$ cat config.mk
export PLATFORM = sky130hd
export DESIGN_NAME = ssp_top
export DESIGN_NICKNAME = d
export VERILOG_FILES = /design/src/ssp_pkg.sv /design/src/ssp_prescaler.sv /design/src/ssp_top.sv
export SDC_FILE = /design/constraint.sdc
export NUM_CORES = 1
export LEC_CHECK = 0
export ABC_AREA = 0
export BUFFER_PORTS_ARGS = -buffer_cell sky130_fd_sc_hd__buf_2
export CAP_MARGIN = 20
export CORE_AREA = 3 3 169 171
export CTS_BUF_LIST = sky130_fd_sc_hd__clkbuf_8
export DETAILED_ROUTE_END_ITERATION = 6
export DIE_AREA = 0 0 172 174
export SLEW_MARGIN = 20
export SYNTH_ARGS = -nofsm -noshare
export SYNTH_HDL_FRONTEND = slang
export SYNTH_SLANG_ARGS = --single-unit
$ cat constraint.sdc
create_clock -name aclk -period 6.17 [get_ports aclk]
set_input_delay 1.234 -clock aclk [delete_from_list [all_inputs] [get_ports aclk]]
set_output_delay 1.234 -clock aclk [all_outputs]
set_load 0.02 [all_outputs]
$ cat src/ssp_pkg.sv
// ssp_pkg: constants of the serial-load synthesizer control block
// assumes: included by the top and the bench, nothing imported
package ssp_pkg;

    ////////////////////////////////////////////////////////////////////////
    // serial word and latch select
    localparam int WORD_W = 24;
    localparam int SEL_W = 2;
    localparam logic [1:0] SEL_REF = 2'h0;
    localparam logic [1:0] SEL_FBK = 2'h1;
    localparam logic [1:0] SEL_FUNC = 2'h2;
    localparam logic [1:0] SEL_INIT = 2'h3;

    ////////////////////////////////////////////////////////////////////////
    // field positions
    localparam int REF_CNT_LSB = 2;
    localparam int REF_CNT_W = 14;
    localparam int LDP_BIT = 20;
    localparam int SWALLOW_LSB = 2;
    localparam int SWALLOW_W = 6;
    localparam int MAIN_LSB = 8;
    localparam int MAIN_W = 13;
    localparam int CNT_RST_BIT = 2;
    localparam int PWRDN_BIT = 3;
    localparam int MUX_LSB = 4;
    localparam int MUX_W = 3;
    localparam int CP_POL_BIT = 7;
    localparam int CP_TRI_BIT = 8;
    localparam int PRESC_LSB = 22;
    localparam int PRESC_W = 2;

    ////////////////////////////////////////////////////////////////////////
    // observation mux selections
    localparam logic [2:0] MUX_LOCK = 3'h1;
    localparam logic [2:0] MUX_FBK_DIV = 3'h2;
    localparam logic [2:0] MUX_REF_DIV = 3'h4;

    // lock needs this many coincident phase cycles (precision 0 / 1)
    localparam logic [2:0] LOCK_CNT_LO = 3'h3;
    localparam logic [2:0] LOCK_CNT_HI = 3'h5;

    ////////////////////////////////////////////////////////////////////////
    // register map, byte addresses
    localparam int ADDR_W = 8;
    localparam logic [7:0] A_STATUS = 8'h00;
    localparam logic [7:0] A_REF = 8'h04;
    localparam logic [7:0] A_FBK = 8'h08;
    localparam logic [7:0] A_FUNC = 8'h0C;
    localparam logic [7:0] A_INIT = 8'h10;
    localparam logic [7:0] A_SHIFT = 8'h14;
    localparam logic [7:0] A_CTRL = 8'h18;
    localparam logic [1:0] RESP_OK = 2'h0;
    localparam logic [1:0] RESP_SLVERR = 2'h2;
    localparam logic [23:0] LATCH_RST = 24'h000000;

endpackage

$ cat src/ssp_prescaler.sv
// ssp_prescaler: dual-modulus divider on sampled rf edges
// assumes: rf_edge is a one-cycle pulse in the aclk domain
`timescale 1ns/100ps
module ssp_prescaler
(
    input wire logic aclk,
    input wire logic aresetn,
    input wire logic clear,
    input wire logic rf_edge,
    input wire logic [1:0] presc_sel,
    input wire logic modulus_hi,
    output logic out_pulse
);

    logic [2:0] core_q;
    logic [4:0] outer_q;
    logic [4:0] span;
    logic outer_last;
    logic core_last;

    // 4/5 core repeated 2,4,8,16 times gives P = 8..64, P+1 by one 5
    assign span = 5'h02 << presc_sel;
    assign outer_last = outer_q == 5'(span - 5'h01);
    assign core_last = (modulus_hi && outer_last) ? core_q == 3'h4
                                                  : core_q == 3'h3;

    always_ff @(posedge aclk)
    begin
        if (!aresetn || clear)
        begin
            core_q <= 3'h0;
            outer_q <= 5'h00;
            out_pulse <= 1'b0;
        end
        else
        begin
            out_pulse <= rf_edge && core_last && outer_last;
            if (rf_edge)
            begin
                core_q <= core_last ? 3'h0 : 3'(core_q + 3'h1);
                if (core_last)
                    outer_q <= outer_last ? 5'h00 : 5'(outer_q + 5'h01);
            end
        end
    end

endmodule // ssp_prescaler

$ cat src/ssp_top.sv
// ssp_top: three-wire load front end, feedback and reference dividers,
// observation mux and power gating, with an AXI4-Lite register window
// assumes: pins are asynchronous to aclk and change slower than 3 aclk
`timescale 1ns/100ps

// Overview of operation
// - shift serial data on each serial clock rise
// - word arrives MSB first, last two bits select
// - strobe rise copies word into one latch, init select also into function
// - chip enable low: powered down, pump tristated
// - chip enable high powers up unless bit or ctrl register holds
// - mux shows lock, divided rf or divided reference
// - power down opens reference path, closes idle switch
// - prescaler modulus 8/9, 16/17, 32/33, 64/65
// - feedback ratio main times modulus plus swallow
// - larger moduli derived from 4/5 core
// - select 00 ref, 01 feedback, 10 function, 11 init
module ssp_top
(
    input wire logic aclk,
    input wire logic aresetn,
    input wire logic serial_clk,
    input wire logic serial_data,
    input wire logic load_strobe,
    input wire logic chip_enable,
    input wire logic reference_input,
    input wire logic rf_feedback_input,
    output logic charge_pump_output,
    output logic charge_pump_output_oe_n,
    output logic observe_mux_output,
    output logic ref_path_switch_a,
    output logic ref_path_switch_b,
    output logic ref_idle_switch,
    input wire logic [7:0] s_axi_awaddr,
    input wire logic [2:0] s_axi_awprot,
    input wire logic s_axi_awvalid,
    output logic s_axi_awready,
    input wire logic [31:0] s_axi_wdata,
    input wire logic [3:0] s_axi_wstrb,
    input wire logic s_axi_wvalid,
    output logic s_axi_wready,
    output logic [1:0] s_axi_bresp,
    output logic s_axi_bvalid,
    input wire logic s_axi_bready,
    input wire logic [7:0] s_axi_araddr,
    input wire logic [2:0] s_axi_arprot,
    input wire logic s_axi_arvalid,
    output logic s_axi_arready,
    output logic [31:0] s_axi_rdata,
    output logic [1:0] s_axi_rresp,
    output logic s_axi_rvalid,
    input wire logic s_axi_rready
);

    localparam int NPIN = 6;

    ////////////////////////////////////////////////////////////////////////
    // pin synchronisers: a level counts once stages two and three agree
    logic [NPIN-1:0] pin_raw;
    logic [NPIN-1:0] s1_q;
    logic [NPIN-1:0] s2_q;
    logic [NPIN-1:0] s3_q;
    logic [NPIN-1:0] lvl_q;
    logic [NPIN-1:0] rise;

    assign pin_raw = {rf_feedback_input, reference_input, chip_enable,
                      load_strobe, serial_data, serial_clk};

    genvar gi;
    generate
        for (gi = 0; gi < NPIN; gi++)
        begin : g_sync
            always_ff @(posedge aclk)
            begin
                if (!aresetn)
                begin
                    s1_q[gi] <= 1'b0;
                    s2_q[gi] <= 1'b0;
                    s3_q[gi] <= 1'b0;
                    lvl_q[gi] <= 1'b0;
                end
                else
                begin
                    s1_q[gi] <= pin_raw[gi];
                    s2_q[gi] <= s1_q[gi];
                    s3_q[gi] <= s2_q[gi];
                    if (s2_q[gi] == s3_q[gi])
                        lvl_q[gi] <= s3_q[gi];
                end
            end
            assign rise[gi] = s2_q[gi] && s3_q[gi] && !lvl_q[gi];
        end
    endgenerate

    logic sclk_rise;
    logic strobe_rise;
    logic ce_lvl;
    logic ref_rise;
    logic rf_rise;
    assign sclk_rise = rise[0];
    assign strobe_rise = rise[2];
    assign ce_lvl = lvl_q[3];
    assign ref_rise = rise[4];
    assign rf_rise = rise[5];

    ////////////////////////////////////////////////////////////////////////
    // shift register and latches
    logic [23:0] shift_q;
    logic [23:0] ref_latch_q;
    logic [23:0] fbk_latch_q;
    logic [23:0] func_latch_q;
    logic [23:0] init_latch_q;
    logic [1:0] sel;
    assign sel = shift_q[ssp_pkg::SEL_W-1:0];

    always_ff @(posedge aclk)
    begin
        if (!aresetn)
            shift_q <= ssp_pkg::LATCH_RST;
        else if (sclk_rise)
            shift_q <= {shift_q[ssp_pkg::WORD_W-2:0], lvl_q[1]};
    end

    // only reset and a strobe rise touch a latch
    always_ff @(posedge aclk)
    begin
        if (!aresetn)
        begin
            ref_latch_q <= ssp_pkg::LATCH_RST;
            fbk_latch_q <= ssp_pkg::LATCH_RST;
            func_latch_q <= ssp_pkg::LATCH_RST;
            init_latch_q <= ssp_pkg::LATCH_RST;
        end
        else if (strobe_rise)
        begin
            case (sel)
                ssp_pkg::SEL_REF: ref_latch_q <= shift_q;
                ssp_pkg::SEL_FBK: fbk_latch_q <= shift_q;
                ssp_pkg::SEL_FUNC: func_latch_q <= shift_q;
                ssp_pkg::SEL_INIT:
                begin
                    init_latch_q <= shift_q;
                    func_latch_q <= shift_q;
                end
                default: ref_latch_q <= ref_latch_q;
            endcase
        end
    end

    ////////////////////////////////////////////////////////////////////////
    // fields and power state
    logic [13:0] ref_div;
    logic [5:0] swallow;
    logic [12:0] main_div;
    logic [1:0] presc_sel;
    logic [2:0] mux_sel;
    logic pd_bit;
    logic cnt_reset;
    logic ctrl_pd_q;
    logic powered;
    logic hold;

    assign ref_div = ref_latch_q[ssp_pkg::REF_CNT_LSB +: ssp_pkg::REF_CNT_W];
    assign swallow = fbk_latch_q[ssp_pkg::SWALLOW_LSB +: ssp_pkg::SWALLOW_W];
    assign main_div = fbk_latch_q[ssp_pkg::MAIN_LSB +: ssp_pkg::MAIN_W];
    assign presc_sel = func_latch_q[ssp_pkg::PRESC_LSB +: ssp_pkg::PRESC_W];
    assign mux_sel = func_latch_q[ssp_pkg::MUX_LSB +: ssp_pkg::MUX_W];
    assign pd_bit = func_latch_q[ssp_pkg::PWRDN_BIT];
    assign cnt_reset = func_latch_q[ssp_pkg::CNT_RST_BIT];
    assign powered = ce_lvl && !pd_bit && !ctrl_pd_q;
    assign hold = !powered || cnt_reset;

    ////////////////////////////////////////////////////////////////////////
    // feedback divider: A cycles of P+1, then B-A cycles of P
    logic [5:0] a_q;
    logic [12:0] b_q;
    logic presc_pulse;
    logic fbk_pulse_q;
    logic fbk_wrap;

    ssp_prescaler u_presc
    (
        .aclk(aclk),
        .aresetn(aresetn),
        .clear(hold),
        .rf_edge(rf_rise),
        .presc_sel(presc_sel),
        .modulus_hi(a_q != 6'h00),
        .out_pulse(presc_pulse)
    );

    assign fbk_wrap = presc_pulse && b_q <= 13'h0001;

    always_ff @(posedge aclk)
    begin
        if (!aresetn || hold)
        begin
            a_q <= swallow;
            b_q <= main_div;
            fbk_pulse_q <= 1'b0;
        end
        else
        begin
            fbk_pulse_q <= fbk_wrap;
            if (fbk_wrap)
            begin
                a_q <= swallow;
                b_q <= main_div;
            end
            else if (presc_pulse)
            begin
                b_q <= 13'(b_q - 13'h0001);
                if (a_q != 6'h00)
                    a_q <= 6'(a_q - 6'h01);
            end
        end
    end

    ////////////////////////////////////////////////////////////////////////
    // reference divider
    logic [13:0] r_q;
    logic ref_pulse_q;
    logic ref_wrap;
    assign ref_wrap = ref_rise && r_q <= 14'h0001;

    always_ff @(posedge aclk)
    begin
        if (!aresetn || hold)
        begin
            r_q <= ref_div;
            ref_pulse_q <= 1'b0;
        end
        else
        begin
            ref_pulse_q <= ref_wrap;
            if (ref_wrap)
                r_q <= ref_div;
            else if (ref_rise)
                r_q <= 14'(r_q - 14'h0001);
        end
    end

    ////////////////////////////////////////////////////////////////////////
    // phase detector, lock detect
    logic up_q;
    logic dn_q;
    logic [2:0] good_q;
    logic lock_q;
    logic [2:0] lock_need;
    logic coincide;
    logic miss;

    assign lock_need = ref_latch_q[ssp_pkg::LDP_BIT] ? ssp_pkg::LOCK_CNT_HI
                                                    : ssp_pkg::LOCK_CNT_LO;
    assign coincide = ref_pulse_q && fbk_pulse_q;
    assign miss = ref_pulse_q != fbk_pulse_q;

    always_ff @(posedge aclk)
    begin
        if (!aresetn || hold)
        begin
            up_q <= 1'b0;
            dn_q <= 1'b0;
            good_q <= 3'h0;
            lock_q <= 1'b0;
        end
        else
        begin
            up_q <= (up_q || ref_pulse_q) && !(dn_q || fbk_pulse_q);
            dn_q <= (dn_q || fbk_pulse_q) && !(up_q || ref_pulse_q);
            if (miss)
            begin
                good_q <= 3'h0;
                lock_q <= 1'b0;
            end
            else if (coincide && good_q != lock_need)
                good_q <= 3'(good_q + 3'h1);
            if (good_q == lock_need)
                lock_q <= 1'b1;
        end
    end

    ////////////////////////////////////////////////////////////////////////
    // pins out
    logic mux_d;
    logic cp_drive;
    assign mux_d = (mux_sel == ssp_pkg::MUX_LOCK) ? lock_q :
                   (mux_sel == ssp_pkg::MUX_FBK_DIV) ? fbk_pulse_q :
                   (mux_sel == ssp_pkg::MUX_REF_DIV) ? ref_pulse_q :
                   1'b0;
    assign cp_drive = powered && !func_latch_q[ssp_pkg::CP_TRI_BIT]
                      && (up_q || dn_q);

    always_ff @(posedge aclk)
    begin
        if (!aresetn)
        begin
            charge_pump_output <= 1'b0;
            charge_pump_output_oe_n <= 1'b1;
            observe_mux_output <= 1'b0;
            ref_path_switch_a <= 1'b0;
            ref_path_switch_b <= 1'b0;
            ref_idle_switch <= 1'b1;
        end
        else
        begin
            charge_pump_output <= up_q ^ func_latch_q[ssp_pkg::CP_POL_BIT];
            charge_pump_output_oe_n <= !cp_drive;
            observe_mux_output <= mux_d;
            ref_path_switch_a <= powered;
            ref_path_switch_b <= powered;
            ref_idle_switch <= !powered;
        end
    end

    ////////////////////////////////////////////////////////////////////////
    // AXI4-Lite slave
    logic aw_got_q;
    logic w_got_q;
    logic [7:0] awaddr_q;
    logic [31:0] wdata_q;
    logic wr_go;
    logic wr_ok;
    logic [31:0] status;
    logic [31:0] rd_word;
    logic rd_ok;

    assign wr_go = aw_got_q && w_got_q && !s_axi_bvalid;
    assign wr_ok = awaddr_q == ssp_pkg::A_CTRL;
    assign status = {26'h0000000, shift_q[1:0], lock_q, powered, ce_lvl,
                     !charge_pump_output_oe_n};
    assign rd_ok = s_axi_araddr == ssp_pkg::A_STATUS
                   || s_axi_araddr == ssp_pkg::A_REF
                   || s_axi_araddr == ssp_pkg::A_FBK
                   || s_axi_araddr == ssp_pkg::A_FUNC
                   || s_axi_araddr == ssp_pkg::A_INIT
                   || s_axi_araddr == ssp_pkg::A_SHIFT
                   || s_axi_araddr == ssp_pkg::A_CTRL;
    assign rd_word =
        (s_axi_araddr == ssp_pkg::A_STATUS) ? status :
        (s_axi_araddr == ssp_pkg::A_REF) ? {8'h00, ref_latch_q} :
        (s_axi_araddr == ssp_pkg::A_FBK) ? {8'h00, fbk_latch_q} :
        (s_axi_araddr == ssp_pkg::A_FUNC) ? {8'h00, func_latch_q} :
        (s_axi_araddr == ssp_pkg::A_INIT) ? {8'h00, init_latch_q} :
        (s_axi_araddr == ssp_pkg::A_SHIFT) ? {8'h00, shift_q} :
        (s_axi_araddr == ssp_pkg::A_CTRL) ? {31'h00000000, ctrl_pd_q} :
        32'h00000000;

    always_ff @(posedge aclk)
    begin
        if (!aresetn)
        begin
            aw_got_q <= 1'b0;
            w_got_q <= 1'b0;
            awaddr_q <= 8'h00;
            wdata_q <= 32'h00000000;
            s_axi_awready <= 1'b0;
            s_axi_wready <= 1'b0;
            s_axi_bvalid <= 1'b0;
            s_axi_bresp <= ssp_pkg::RESP_OK;
            ctrl_pd_q <= 1'b0;
        end
        else
        begin
            s_axi_awready <= !aw_got_q && !s_axi_awready && s_axi_awvalid;
            s_axi_wready <= !w_got_q && !s_axi_wready && s_axi_wvalid;
            if (s_axi_awvalid && s_axi_awready)
            begin
                aw_got_q <= 1'b1;
                awaddr_q <= s_axi_awaddr;
            end
            if (s_axi_wvalid && s_axi_wready)
            begin
                w_got_q <= 1'b1;
                wdata_q <= s_axi_wdata;
            end
            if (wr_go)
            begin
                aw_got_q <= 1'b0;
                w_got_q <= 1'b0;
                s_axi_bvalid <= 1'b1;
                s_axi_bresp <= wr_ok ? ssp_pkg::RESP_OK
                                     : ssp_pkg::RESP_SLVERR;
                if (wr_ok && s_axi_wstrb[0])
                    ctrl_pd_q <= wdata_q[0];
            end
            else if (s_axi_bvalid && s_axi_bready)
                s_axi_bvalid <= 1'b0;
        end
    end

    always_ff @(posedge aclk)
    begin
        if (!aresetn)
        begin
            s_axi_arready <= 1'b0;
            s_axi_rvalid <= 1'b0;
            s_axi_rdata <= 32'h00000000;
            s_axi_rresp <= ssp_pkg::RESP_OK;
        end
        else
        begin
            s_axi_arready <= !s_axi_arready && !s_axi_rvalid
                             && s_axi_arvalid;
            if (s_axi_arvalid && s_axi_arready)
            begin
                s_axi_rvalid <= 1'b1;
                s_axi_rdata <= rd_word;
                s_axi_rresp <= rd_ok ? ssp_pkg::RESP_OK
                                     : ssp_pkg::RESP_SLVERR;
            end
            else if (s_axi_rvalid && s_axi_rready)
                s_axi_rvalid <= 1'b0;
        end
    end

endmodule // ssp_top

==> results.tsv, run 1 <==
stage	metric	value	unit
route	Via density	5.29	
worst_setup_path	nature of the critical path startpoint	input port	
yosys	post-synthesis cell type count	59	
pwr	Net Sw Power	741	uW
global_routing	first-pass GRT wire length	45900	um
cells_and_area	area added between synthesis and finish	11.8	%
cells_and_area	fillcell total	2657	
yosys	synth top area cells	dfxtp_1 38%, nand2_1 10%, edfxtp_1 9.1%, a21boi_0 9.0%, a21oi_1 4.0%	
global_routing	vias in the first global route	8370	
worst_setup_path	crit path DAT	3.77	ns
sta	min cycle time layout	3.28	ns
floorplan	Starting Density	0.402	
clocking	CTS Hold Bufs	0	
clocking	CTS Buf Count	42	
floorplan	core box area	27000	sq um
sta	setup TNS	0	ns
worst_setup_path	WP data required	6.66	ns
min_path	hold crit path type	flop to flop	
yosys	yosys warns	0	
yosys	Post-synth EDFFs	33	
sta	Final Hold Fails	0	
clocking	Clock Latency Late Sink	0.56	ns
cells_and_area	sequential cell area	5170	sq um
clocking	setup bufs post-CTS	0	
floorplan	I/O pin cnt	118	
cells_and_area	fin nets	1382	
pwr	Pleak	0.00464	uW
place	GPL Wtd Cong	0.815	
yosys	area fraction of the dominant cell type after synthesis	0.385	
clocking	Max clock buf depth	3	
sta	Post-Route Skew	0.0266	ns
sta	fin. max-slew vios	0	
worst_setup_path	slowest cell on the critical path	or4_1	
sta	final worst slack	2.89	ns
global_routing	Global Route met1 Usage	0.266	
place	hpwl dp	18800	um
worst_setup_path	largest stage delay on the critical path	0.71	ns
sta	Least-Margin Pin Slew	1.09	ns
place	Post-Place Cells	1594	
clocking	CTS tree	built	
pwr	clock share of power	0.443	
pwr	logic gate share of total power	0.039	
global_routing	largest net degree at the start of global routing	109	
pwr	switch share	0.238	
route	routed length per instance	17.4	um
route	Antenna Nets Post-Route	0	
cells_and_area	fin cells	1671	
cells_and_area	share of cells above drive strength 1	0.117	
sta	Hold Slack	0.432	ns
worst_setup_path	CP cell instances	buf_2 -> or4_1 -> nor3_1 -> nand2_1 -> o21ai_0 -> o311ai_0 -> a21boi_0	
yosys	Avg Cell Area, Syn	8.64	sq um
global_routing	overflow left after global routing	0	
global_routing	Total GRT Usage	0.192	
clocking	Clock transition at path regs	0.06	ns
route	vias post-DR	8842	
yosys	post-synthesis instance total	1258	
route	DR iter-0 viols	696	
cells_and_area	number of diodes	0	
clocking	CTS Sinks	242	
floorplan	Die Y	174	um
sta	RSZ-0062 raised after global routing	no	
route	number of iterations in the first detailed-routing pass	5	
yosys	asr flop ratio synth	0	
pwr	P_int	2370	uW
yosys	post-synthesis sequential area ratio	0.476	
pwr	VDD IR max	164	uV
sta	final worst path period share	0.532	
floorplan	FP Rows	60	
sta	Max-slew headroom	0.274	
floorplan	DIE WIDTH	172	um
worst_setup_path	crit end category	flop	
flow_run	max_cap viols	0	
place	Port Buffers	67	
worst_setup_path	CP max FO	21	
sta	setup violators final	0	
yosys	synthesized flop and latch total	242	
pwr	Power Total	3120	uW
pwr	PwrDens	257	nW/um^2
route	number of remaining DRC errors	0	
global_routing	gr busiest metal	met2	
place	pre-CTS WS	2.44	ns
clocking	Root Buffer Master	clkbuf_8	
yosys	largest area contributor in the netlist	dfxtp_1	
sta	max frequency	305	MHz
outcome	outcome	finished, final reports clean	
route	Total Wirelength	29000	um
global_routing	M3 GR Usage	0.0339	
pwr	Reg power frac	0.518	
clocking	H-tree Lvls	2	
global_routing	GR Util met2	0.305	
yosys	Mapped Area	10900	sq um
cells_and_area	area of the multi-input gates	5230	sq um
worst_setup_path	Crit Path Class	input port to flop	
global_routing	initial antenna violation count	1	
floorplan	DIE AREA	29900	sq um
clocking	post_cts resized	0	
yosys	Top FF cell, synth	dfxtp_1	
## final timing paths
check | start | endpoint | slack [ns] | cells past startpoint
setup / recovery | s_axi_araddr[4] | s_axi_rdata[1]$_SDFFE_PN0P_ | 2.89 | 7
hold / removal | s1_q[0]$_SDFF_PN0_ | s2_q[0]$_SDFF_PN0_ | 0.43 | 1
setup reg to reg | ce_lvl$_SDFFE_PN0N_ | a_q[2]$_DFFE_PP_ | 3.15 | 5
hold reg to reg | s1_q[0]$_SDFF_PN0_ | s2_q[0]$_SDFF_PN0_ | 0.43 | 1
## per-layer routing
| metal | share of wire | vias up | wire length (um) |
|---|---|---|---|
| met5 | 0 | - | 0 |
| met2 | 0.46 | 260 | 13400 |
| met3 | 0.060 | 52 | 1740 |
| li1 | - | 4372 | - |
| met4 | 0.025 | 0 | 727 |
| met1 | 0.45 | 4158 | 13100 |
## worst max-delay path, delay by kind of cell
kind            cells  cell delay [ns]
compound gates      3             0.67
buf+inv             1             0.28
simple gates        3             1.58
## power by group through the flow
stage / combinational [uW] / clock [uW] / sequential [uW]
2_1_floorplan: 87.6 / 0 / 1650
3_3_place_gp: 121 / 0 / 1650
3_5_place_dp: 121 / 0 / 1650
4_1_cts: 122 / 1420 / 1610
5_1_grt: 133 / 1490 / 1610
6_report: 122 / 1380 / 1610
## Yosys cell counts (7+ instances only)
master / count
nand2_1: 297
dfxtp_1: 209
a21boi_0: 131
a21oi_1: 86
clkbuf_1: 65
nor2_1: 64
mux2i_1: 43
edfxtp_1: 33
nor3_1: 28
inv_1: 25
and2_1: 24
o21ai_0: 22
nand3_1: 21
o22ai_1: 17
xnor2_1: 17
ha_1: 14
nand2b_1: 13
a22o_1: 12
buf_4: 12
nor2b_1: 10
xor2_1: 9
o21a_1: 8
buf_2: 7
## cells by family after synthesis
logic type / Yosys count / share of synthesized area
AOI/OAI and AO/OA: 310 / 0.193
and+or+nand+nor: 505 / 0.207
muxes: 43 / 0.0396
adders and majority gates: 14 / 0.0161
other: 1 / 0.000345
xor gates and xnor gates: 26 / 0.0210
DFF: 242 / 0.476
buffers and inverters: 117 / 0.0467
## metrics by stage
stage	instance area, sq um	util
CTS	12100	0.449
detailed placement	11300	0.420
global route	12100	0.449
global placement	11300	0.419
finish	12100	0.449
floorplan	10900	-
## layout make-up
class | instances | share of cell area
clock buffers | 49 | 0.0555
clock inverters | 28 | 0.0101
inverters | 25 | 0.00772
multi-input cells | 908 | 0.430
flip-flops and latches | 242 | 0.426
well taps | 341 | 0.0351
repair buffers | 78 | 0.0352
## flip-flops by register name (all words and copies together), names as in the netlist, 3 cells and up
name,count
u_presc.core_q,3
r_q,14
ref_latch_q,24
init_latch_q,24
s_axi_rdata,24
func_latch_q,24
s3_q,6
b_q,13
s1_q,6
shift_q,24
fbk_latch_q,24
awaddr_q,8
lvl_q,5
s2_q,6
u_presc.outer_q,5
good_q,3
a_q,6
## placed cells by master (no fill, tap or decap), drive strengths merged, types with 4 or more instances in the layout
cell type / netlist / layout
or4: 5 / 5
inv: 25 / 46
nor3b: 6 / 6
a221oi: 5 / 5
conb: 1 / 10
xor2: 9 / 9
xnor2: 17 / 17
and2: 24 / 24
or2: 5 / 5
nor4: 4 / 4
clkbuf: 65 / 49
a21oi: 86 / 86
nor2: 65 / 65
a21o: 4 / 4
or3: 6 / 6
nand3: 21 / 21
o21ai: 28 / 28
a22o: 12 / 12
nand2b: 13 / 13
o21a: 8 / 8
nand3b: 6 / 6
dfxtp: 209 / 209
ha: 14 / 14
clkinv: 0 / 4
mux2i: 43 / 43
a21boi: 132 / 132
nor3: 29 / 29
nor2b: 10 / 10
buf: 27 / 78
nand2: 298 / 298
edfxtp: 33 / 33
and3: 6 / 6
o22ai: 17 / 17
Power figures use the tool's default switching activity.
==> inputs of run 2 (changes only) <==
==> constraint.sdc (replaced) <==
create_clock -name aclk -period 2.65 [get_ports aclk]
set_input_delay 0.53 -clock aclk [delete_from_list [all_inputs] [get_ports aclk]]
set_output_delay 0.53 -clock aclk [all_outputs]
set_load 0.02 [all_outputs]
==> run 2 against run 1 <==
  * Total power up 130%
  * Largest power group unchanged
  * Critical path type is now flop to flop
  * Non-clock buffer count up 24
  * Sequential share of layout area down 0.63 points
  * Worst setup slack worse by 2.6 ns
  * Final cell count up 1.5%
  * Wire length down 1.2%
  * Global-route usage down 0.29 points
  * Clock-buffer cell count down 1
==> results.tsv, run 2 (synthesis results as in run 1) <==
stage	metric	value	unit	change
outcome	outcome	finished, final reports clean		
pwr	logic gate share of total power	0.040		about the same
global_routing	initial antenna violation count	1		unchanged
cells_and_area	fin nets	1408		+1.9%
sta	setup TNS	0	ns	unchanged
route	DR iter-0 viols	521		-25%
clocking	H-tree Lvls	2		unchanged
global_routing	largest net degree at the start of global routing	181		+66%
global_routing	vias in the first global route	8408		+0.45%
min_path	hold crit path type	input port to flop		
sta	final worst path period share	0.906		
cells_and_area	most frequent cells in the layout	297 x nand2_1, 209 x dfxtp_1, 131 x a21boi_0, 86 x a21oi_1, 66 x buf_2		
sta	setup violators final	0		unchanged
worst_setup_path	CP cell instances	nor3b_1 -> nand2_1 -> or2_0 -> a31oi_4 -> a31oi_1		
floorplan	core box area	27000	sq um	unchanged
pwr	switch share	0.236		-0.00215
sta	Least-Margin Pin Slew	1.07	ns	-0.0195 ns
clocking	CTS Buf Count	44		+4.8%
worst_setup_path	WP data required	2.90	ns	-3.76 ns
global_routing	overflow left after global routing	0		unchanged
worst_setup_path	nature of the critical path startpoint	flop		
pwr	PwrDens	584	nW/um^2	+130%
clocking	Root Buffer Master	clkbuf_8		
route	Total Wirelength	28700	um	-1.2%
clocking	Max clock buf depth	3		unchanged
place	Post-Place Cells	1618		+1.5%
sta	Max-slew headroom	0.289		+0.0147
clocking	Clock transition at path regs	0.06	ns	about the same
place	GPL Wtd Cong	0.835		+2.4%
route	number of iterations in the first detailed-routing pass	5		unchanged
cells_and_area	fin cells	1696		+1.5%
worst_setup_path	crit end category	flop		
global_routing	first-pass GRT wire length	45000	um	-1.8%
route	Antenna Nets Post-Route	0		unchanged
worst_setup_path	CP max FO	28		+33%
worst_setup_path	crit-path leading delay family	simple AND/OR/NAND/NOR gates		
clocking	setup bufs post-CTS	0		unchanged
flow_run	max_cap viols	0		unchanged
floorplan	I/O pin cnt	118		unchanged
pwr	P_int	5510	uW	+130%
pwr	clock share of power	0.438		-0.005
clocking	post_cts resized	0		unchanged
place	Port Buffers	67		unchanged
pwr	Power Total	7200	uW	+130%
min_path	hold path depth	2		+1
worst_setup_path	crit path DAT	2.65	ns	-1.12 ns
clocking	Clock Latency Late Sink	0.55	ns	about the same
worst_setup_path	r2r startpoint	ctrl_pd_q$_SDFFE_PN0P_		
sta	fin. max-slew vios	0		unchanged
pwr	VDD IR max	297	uV	+81%
sta	max frequency	416	MHz	
sta	Final Hold Fails	0		unchanged
route	Via density	5.26		-0.65%
worst_setup_path	Reg2Reg Depth	5		unchanged
global_routing	Total GRT Usage	0.189		-0.00293
place	hpwl dp	19100	um	+2.0%
min_path	min-delay src	serial_clk		
floorplan	Die Y	174	um	unchanged
worst_setup_path	Critical path buffers and inverters	0		-1
cells_and_area	commonest non-fill, non-tap cell in the layout	nand2_1		
clocking	CTS tree	built		
pwr	Pleak	0.00476	uW	+2.7%
worst_setup_path	largest stage delay on the critical path	0.61	ns	-0.10 ns
floorplan	DIE WIDTH	172	um	unchanged
worst_setup_path	slowest cell on the critical path	a31oi_4		
cells_and_area	area added between synthesis and finish	13.4	%	
sta	Hold Slack	0.194	ns	-0.238 ns
route	number of remaining DRC errors	0		unchanged
sta	RSZ-0062 raised after global routing	no		
pwr	Reg power frac	0.521		+0.003
clocking	CTS Hold Bufs	0		unchanged
sta	Post-Route Skew	0.0209	ns	-0.00575 ns
cells_and_area	share of cells above drive strength 1	0.131		+0.0142
route	vias post-DR	8916		+0.84%
floorplan	FP Rows	60		unchanged
pwr	Net Sw Power	1700	uW	+130%
route	routed length per instance	16.9	um	-2.7%
worst_setup_path	Critical path origin	ctrl_pd_q$_SDFFE_PN0P_		
worst_setup_path	Crit Path Class	flop to flop		
clocking	CTS Sinks	242		unchanged
sta	min cycle time layout	2.40	ns	
floorplan	Starting Density	0.402		unchanged
worst_setup_path	Stages on worst setup path	5		-2
floorplan	DIE AREA	29900	sq um	unchanged
-- run 2: path summary, 6_finish.rpt --
check / slack (ns) / to
setup / recovery: 0.25 / r_q[5]$_DFFE_PP_
hold / removal: 0.19 / s1_q[0]$_SDFF_PN0_
setup reg to reg: 0.25 / r_q[5]$_DFFE_PP_
hold reg to reg: 0.43 / s2_q[3]$_SDFF_PN0_
-- run 2: routing by layer --
layer / up-vias / wire length [um] / track usage
li1: 4420 / - / -
met1: 4211 / 12800 / 0.247
met2: 225 / 13600 / 0.311
met3: 60 / 1390 / 0.0321
met4: 0 / 931 / 0.0705
met5: - / 0 / 0
-- run 2: area by class of cell --
type | instances | area, sq um
multi-input combinational | 908 | 5230
antenna | 1 | 2.50
sequential | 242 | 5170
clock buffer | 48 | 661
fill | 2690 | 14700
inverter | 25 | 93.8
tap | 341 | 427
clock inverter | 29 | 121
timing repair buffer | 102 | 626
-- run 2: per-stage QoR --
stage	area, sq um	utilization	setup WS (ns)
floorplan	10900	-	0.377
global placement	11500	0.427	0.238
detailed placement	11500	0.427	0.199
CTS	12300	0.456	0.273
global route	12300	0.456	0.0672
finish	12300	0.456	0.248
-- run 2: power groups by stage --
stage	Clock (uW)	Sequential, uW	Combinational, uW
finish	3160	3760	291
CTS	3260	3760	291
global route	3420	3760	317
floorplan	0	3840	204
detailed placement	0	3830	291
global placement	0	3830	289
==> inputs of run 3 (changes only) <==
--- a/config.mk
+++ b/config.mk
@@ -6,12 +6,12 @@
 export NUM_CORES = 1
 export LEC_CHECK = 0
 export ABC_AREA = 0
-export BUFFER_PORTS_ARGS = -buffer_cell sky130_fd_sc_hd__buf_2
+export BUFFER_PORTS_ARGS = -buffer_cell sky130_fd_sc_hd__buf_4
 export CAP_MARGIN = 20
-export CORE_AREA = 3 3 169 171
+export CORE_AREA = 2 2 168 170
 export CTS_BUF_LIST = sky130_fd_sc_hd__clkbuf_8
 export DETAILED_ROUTE_END_ITERATION = 6
-export DIE_AREA = 0 0 172 174
+export DIE_AREA = 0 0 170 172
 export SLEW_MARGIN = 20
 export SYNTH_ARGS = -nofsm -noshare
 export SYNTH_HDL_FRONTEND = slang
==> run 3 against run 2 <==
  * Die area fell by 2.3%
  * Via count fell by 0.64%
  * Global-route usage rose by 1.1 points
  * Clock skew fell by 0.0020 ns
  * Largest cell class unchanged
==> results.tsv, run 3 (synthesis results as in run 1) <==
stage	metric	value	unit	change
place	GPL Wtd Cong	0.876		+4.9%
global_routing	Total GRT Usage	0.200		+0.0114
route	routed length per instance	17.0	um	+0.75%
min_path	hold crit path type	input port to flop		
worst_setup_path	slowest cell on the critical path	or4_4		
pwr	PwrDens	592	nW/um^2	+1.4%
clocking	CTS Buf Count	43		-2.3%
clocking	Clock Latency Late Sink	0.56	ns	about the same
sta	max frequency	425	MHz	+2.2%
sta	final worst slack	0.299	ns	+0.0506 ns
worst_setup_path	reg2reg setup slack	0.30	ns	+0.05 ns
flow_run	max_cap viols	0		unchanged
cells_and_area	commonest non-fill, non-tap cell in the layout	nand2_1		
sta	Least-Margin Pin Slew	0.882	ns	-0.185 ns
global_routing	overflow left after global routing	0		unchanged
pwr	Pleak	0.00481	uW	+1.0%
worst_setup_path	r2r startpoint	b_q[7]$_DFFE_PP_		
pwr	VDD IR max	334	uV	+12%
route	number of iterations in the first detailed-routing pass	5		unchanged
global_routing	initial antenna violation count	0		-1
place	hpwl dp	19300	um	+0.63%
sta	Max-slew headroom	0.412		+0.123
global_routing	vias in the first global route	8526		+1.4%
clocking	CTS tree	built		
worst_setup_path	crit path DAT	2.65	ns	about the same
clocking	CTS Hold Bufs	0		unchanged
route	Total Wirelength	28900	um	+0.93%
floorplan	DIE AREA	29200	sq um	-2.3%
sta	Post-Route Skew	0.0189	ns	-0.00201 ns
floorplan	Starting Density	0.396		-0.00659
worst_setup_path	Reg2Reg Depth	6		+1
cells_and_area	share of cells above drive strength 1	0.135		+0.00453
sta	Hold Slack	0.180	ns	-0.0134 ns
clocking	Clock transition at path regs	0.06	ns	about the same
sta	Final Hold Fails	0		unchanged
sta	min cycle time layout	2.35	ns	-0.0506 ns
cells_and_area	most frequent cells in the layout	297 x nand2_1, 209 x dfxtp_1, 131 x a21boi_0, 101 x buf_4, 86 x a21oi_1		
clocking	Max clock buf depth	3		unchanged
cells_and_area	area added between synthesis and finish	15.7	%	
sta	setup violators final	0		unchanged
global_routing	first-pass GRT wire length	46200	um	+2.5%
cells_and_area	number of diodes	0		-1
clocking	CTS Sinks	242		unchanged
worst_setup_path	worst r2r dst	b_q[3]$_DFFE_PP_		
outcome	outcome	finished, final reports clean		
floorplan	DIE WIDTH	170	um	-1.2%
clocking	setup bufs post-CTS	0		unchanged
sta	fin. max-slew vios	0		unchanged
floorplan	core box area	27500	sq um	+1.7%
min_path	min-delay src	chip_enable		
clocking	Root Buffer Master	clkbuf_8		
worst_setup_path	nature of the critical path startpoint	flop		
clocking	post_cts resized	0		unchanged
worst_setup_path	CP max FO	13		-54%
route	vias post-DR	8859		-0.64%
sta	RSZ-0062 raised after global routing	no		
pwr	Power Total	7450	uW	+3.4%
floorplan	Die Y	172	um	-1.1%
global_routing	largest net degree at the start of global routing	107		-41%
worst_setup_path	Crit Path Class	flop to flop		
floorplan	I/O pin cnt	118		unchanged
worst_setup_path	CP cell instances	or4_4 -> or4_4 -> nand2_2 -> buf_4 -> a21oi_1 -> a21o_1		
place	Port Buffers	67		unchanged
route	DR iter-0 viols	686		+32%
min_path	hold path depth	2		unchanged
worst_setup_path	largest stage delay on the critical path	0.58	ns	-0.03 ns
clocking	H-tree Lvls	2		unchanged
route	Via density	5.21		-0.81%
floorplan	FP Rows	61		+1.7%
worst_setup_path	crit end category	flop		
sta	final worst path period share	0.887		-0.0191
min_path	Hold Path Sink	s1_q[3]$_SDFF_PN0_		
cells_and_area	fin nets	1408		unchanged
sta	setup TNS	0	ns	unchanged
route	number of remaining DRC errors	0		unchanged
place	pre-CTS WS	0.181	ns	-0.0177 ns
worst_setup_path	cell mode on critical path	or4_4		
worst_setup_path	WP data required	2.95	ns	+0.05 ns
route	Antenna Nets Post-Route	0		unchanged
-- run 3: cell count changes in the layout (fill, tap and decap cells not counted), sizes merged --
cell      before  now
clkinv         6    2
clkinvlp       2    1
inv           46   42
clkbuf        48   55
diode          1    0
buf          102  103
-- run 3: power by group --
| group | switching [uW] | total, uW | internal (uW) | leakage [uW] |
|---|---|---|---|---|
| clock | 1530 | 3380 | 1850 | 0.000493 |
| combinational | 179 | 308 | 129 | 0.00222 |
| sequential | 18.3 | 3760 | 3740 | 0.00209 |
| total | 1730 | 7450 | 5720 | 0.00481 |
-- run 3: per-layer routing --
metal  vias up  routed length [um]  global-route usage  share of wire
met2       254               13400               0.334           0.46
met3        68                1820              0.0417          0.063
met1      4122               12900               0.259           0.45
li1       4415                   -                   -              -
met4         0                 869              0.0680          0.030
met5         -                   0                   0              0
-- run 3: final cells by class --
cell class,count,area [sq um]
clock buffers,55,757
well taps,346,433
multi-input cells,908,5230
repair buffers,103,806
clock inverters,20,86.3
inverters,25,93.8
flip-flops and latches,242,5170
fillers,2679,14900
-- run 3: worst max-delay path, delay by kind of cell (launching register included) --
kind                   cells  cell delay (ns)
AOI/OAI and AO/OA          2             0.21
buffers and inverters      1             0.19
DFF                        1             0.46
and+or+nand+nor            3             1.24
-- run 3: worst max-delay path by stage --
stage          cells past startpoint  slack [ns]                     endpoint              from
6_report                           6        0.30             b_q[3]$_DFFE_PP_  b_q[7]$_DFFE_PP_
3_3_place_gp                       8        0.23  s_axi_rdata[2]$_SDFFE_PN0P_   s_axi_araddr[7]
2_1_floorplan                      5        0.38             a_q[0]$_DFFE_PP_  b_q[7]$_DFFE_PP_
5_1_grt                            7        0.20             r_q[4]$_DFFE_PP_  r_q[6]$_DFFE_PP_
4_1_cts                            6        0.28             b_q[3]$_DFFE_PP_  b_q[7]$_DFFE_PP_
3_5_place_dp                       8        0.18  s_axi_rdata[2]$_SDFFE_PN0P_   s_axi_araddr[7]
-- run 3: through the flow --
stage | utilization | instance area (sq um) | std cells
2_1_floorplan | - | 10900 | 1267
3_3_place_gp | 0.426 | 11700 | 1623
3_5_place_dp | 0.426 | 11700 | 1623
4_1_cts | 0.457 | 12500 | 1698
5_1_grt | 0.458 | 12600 | 1699
6_report | 0.458 | 12600 | 1699
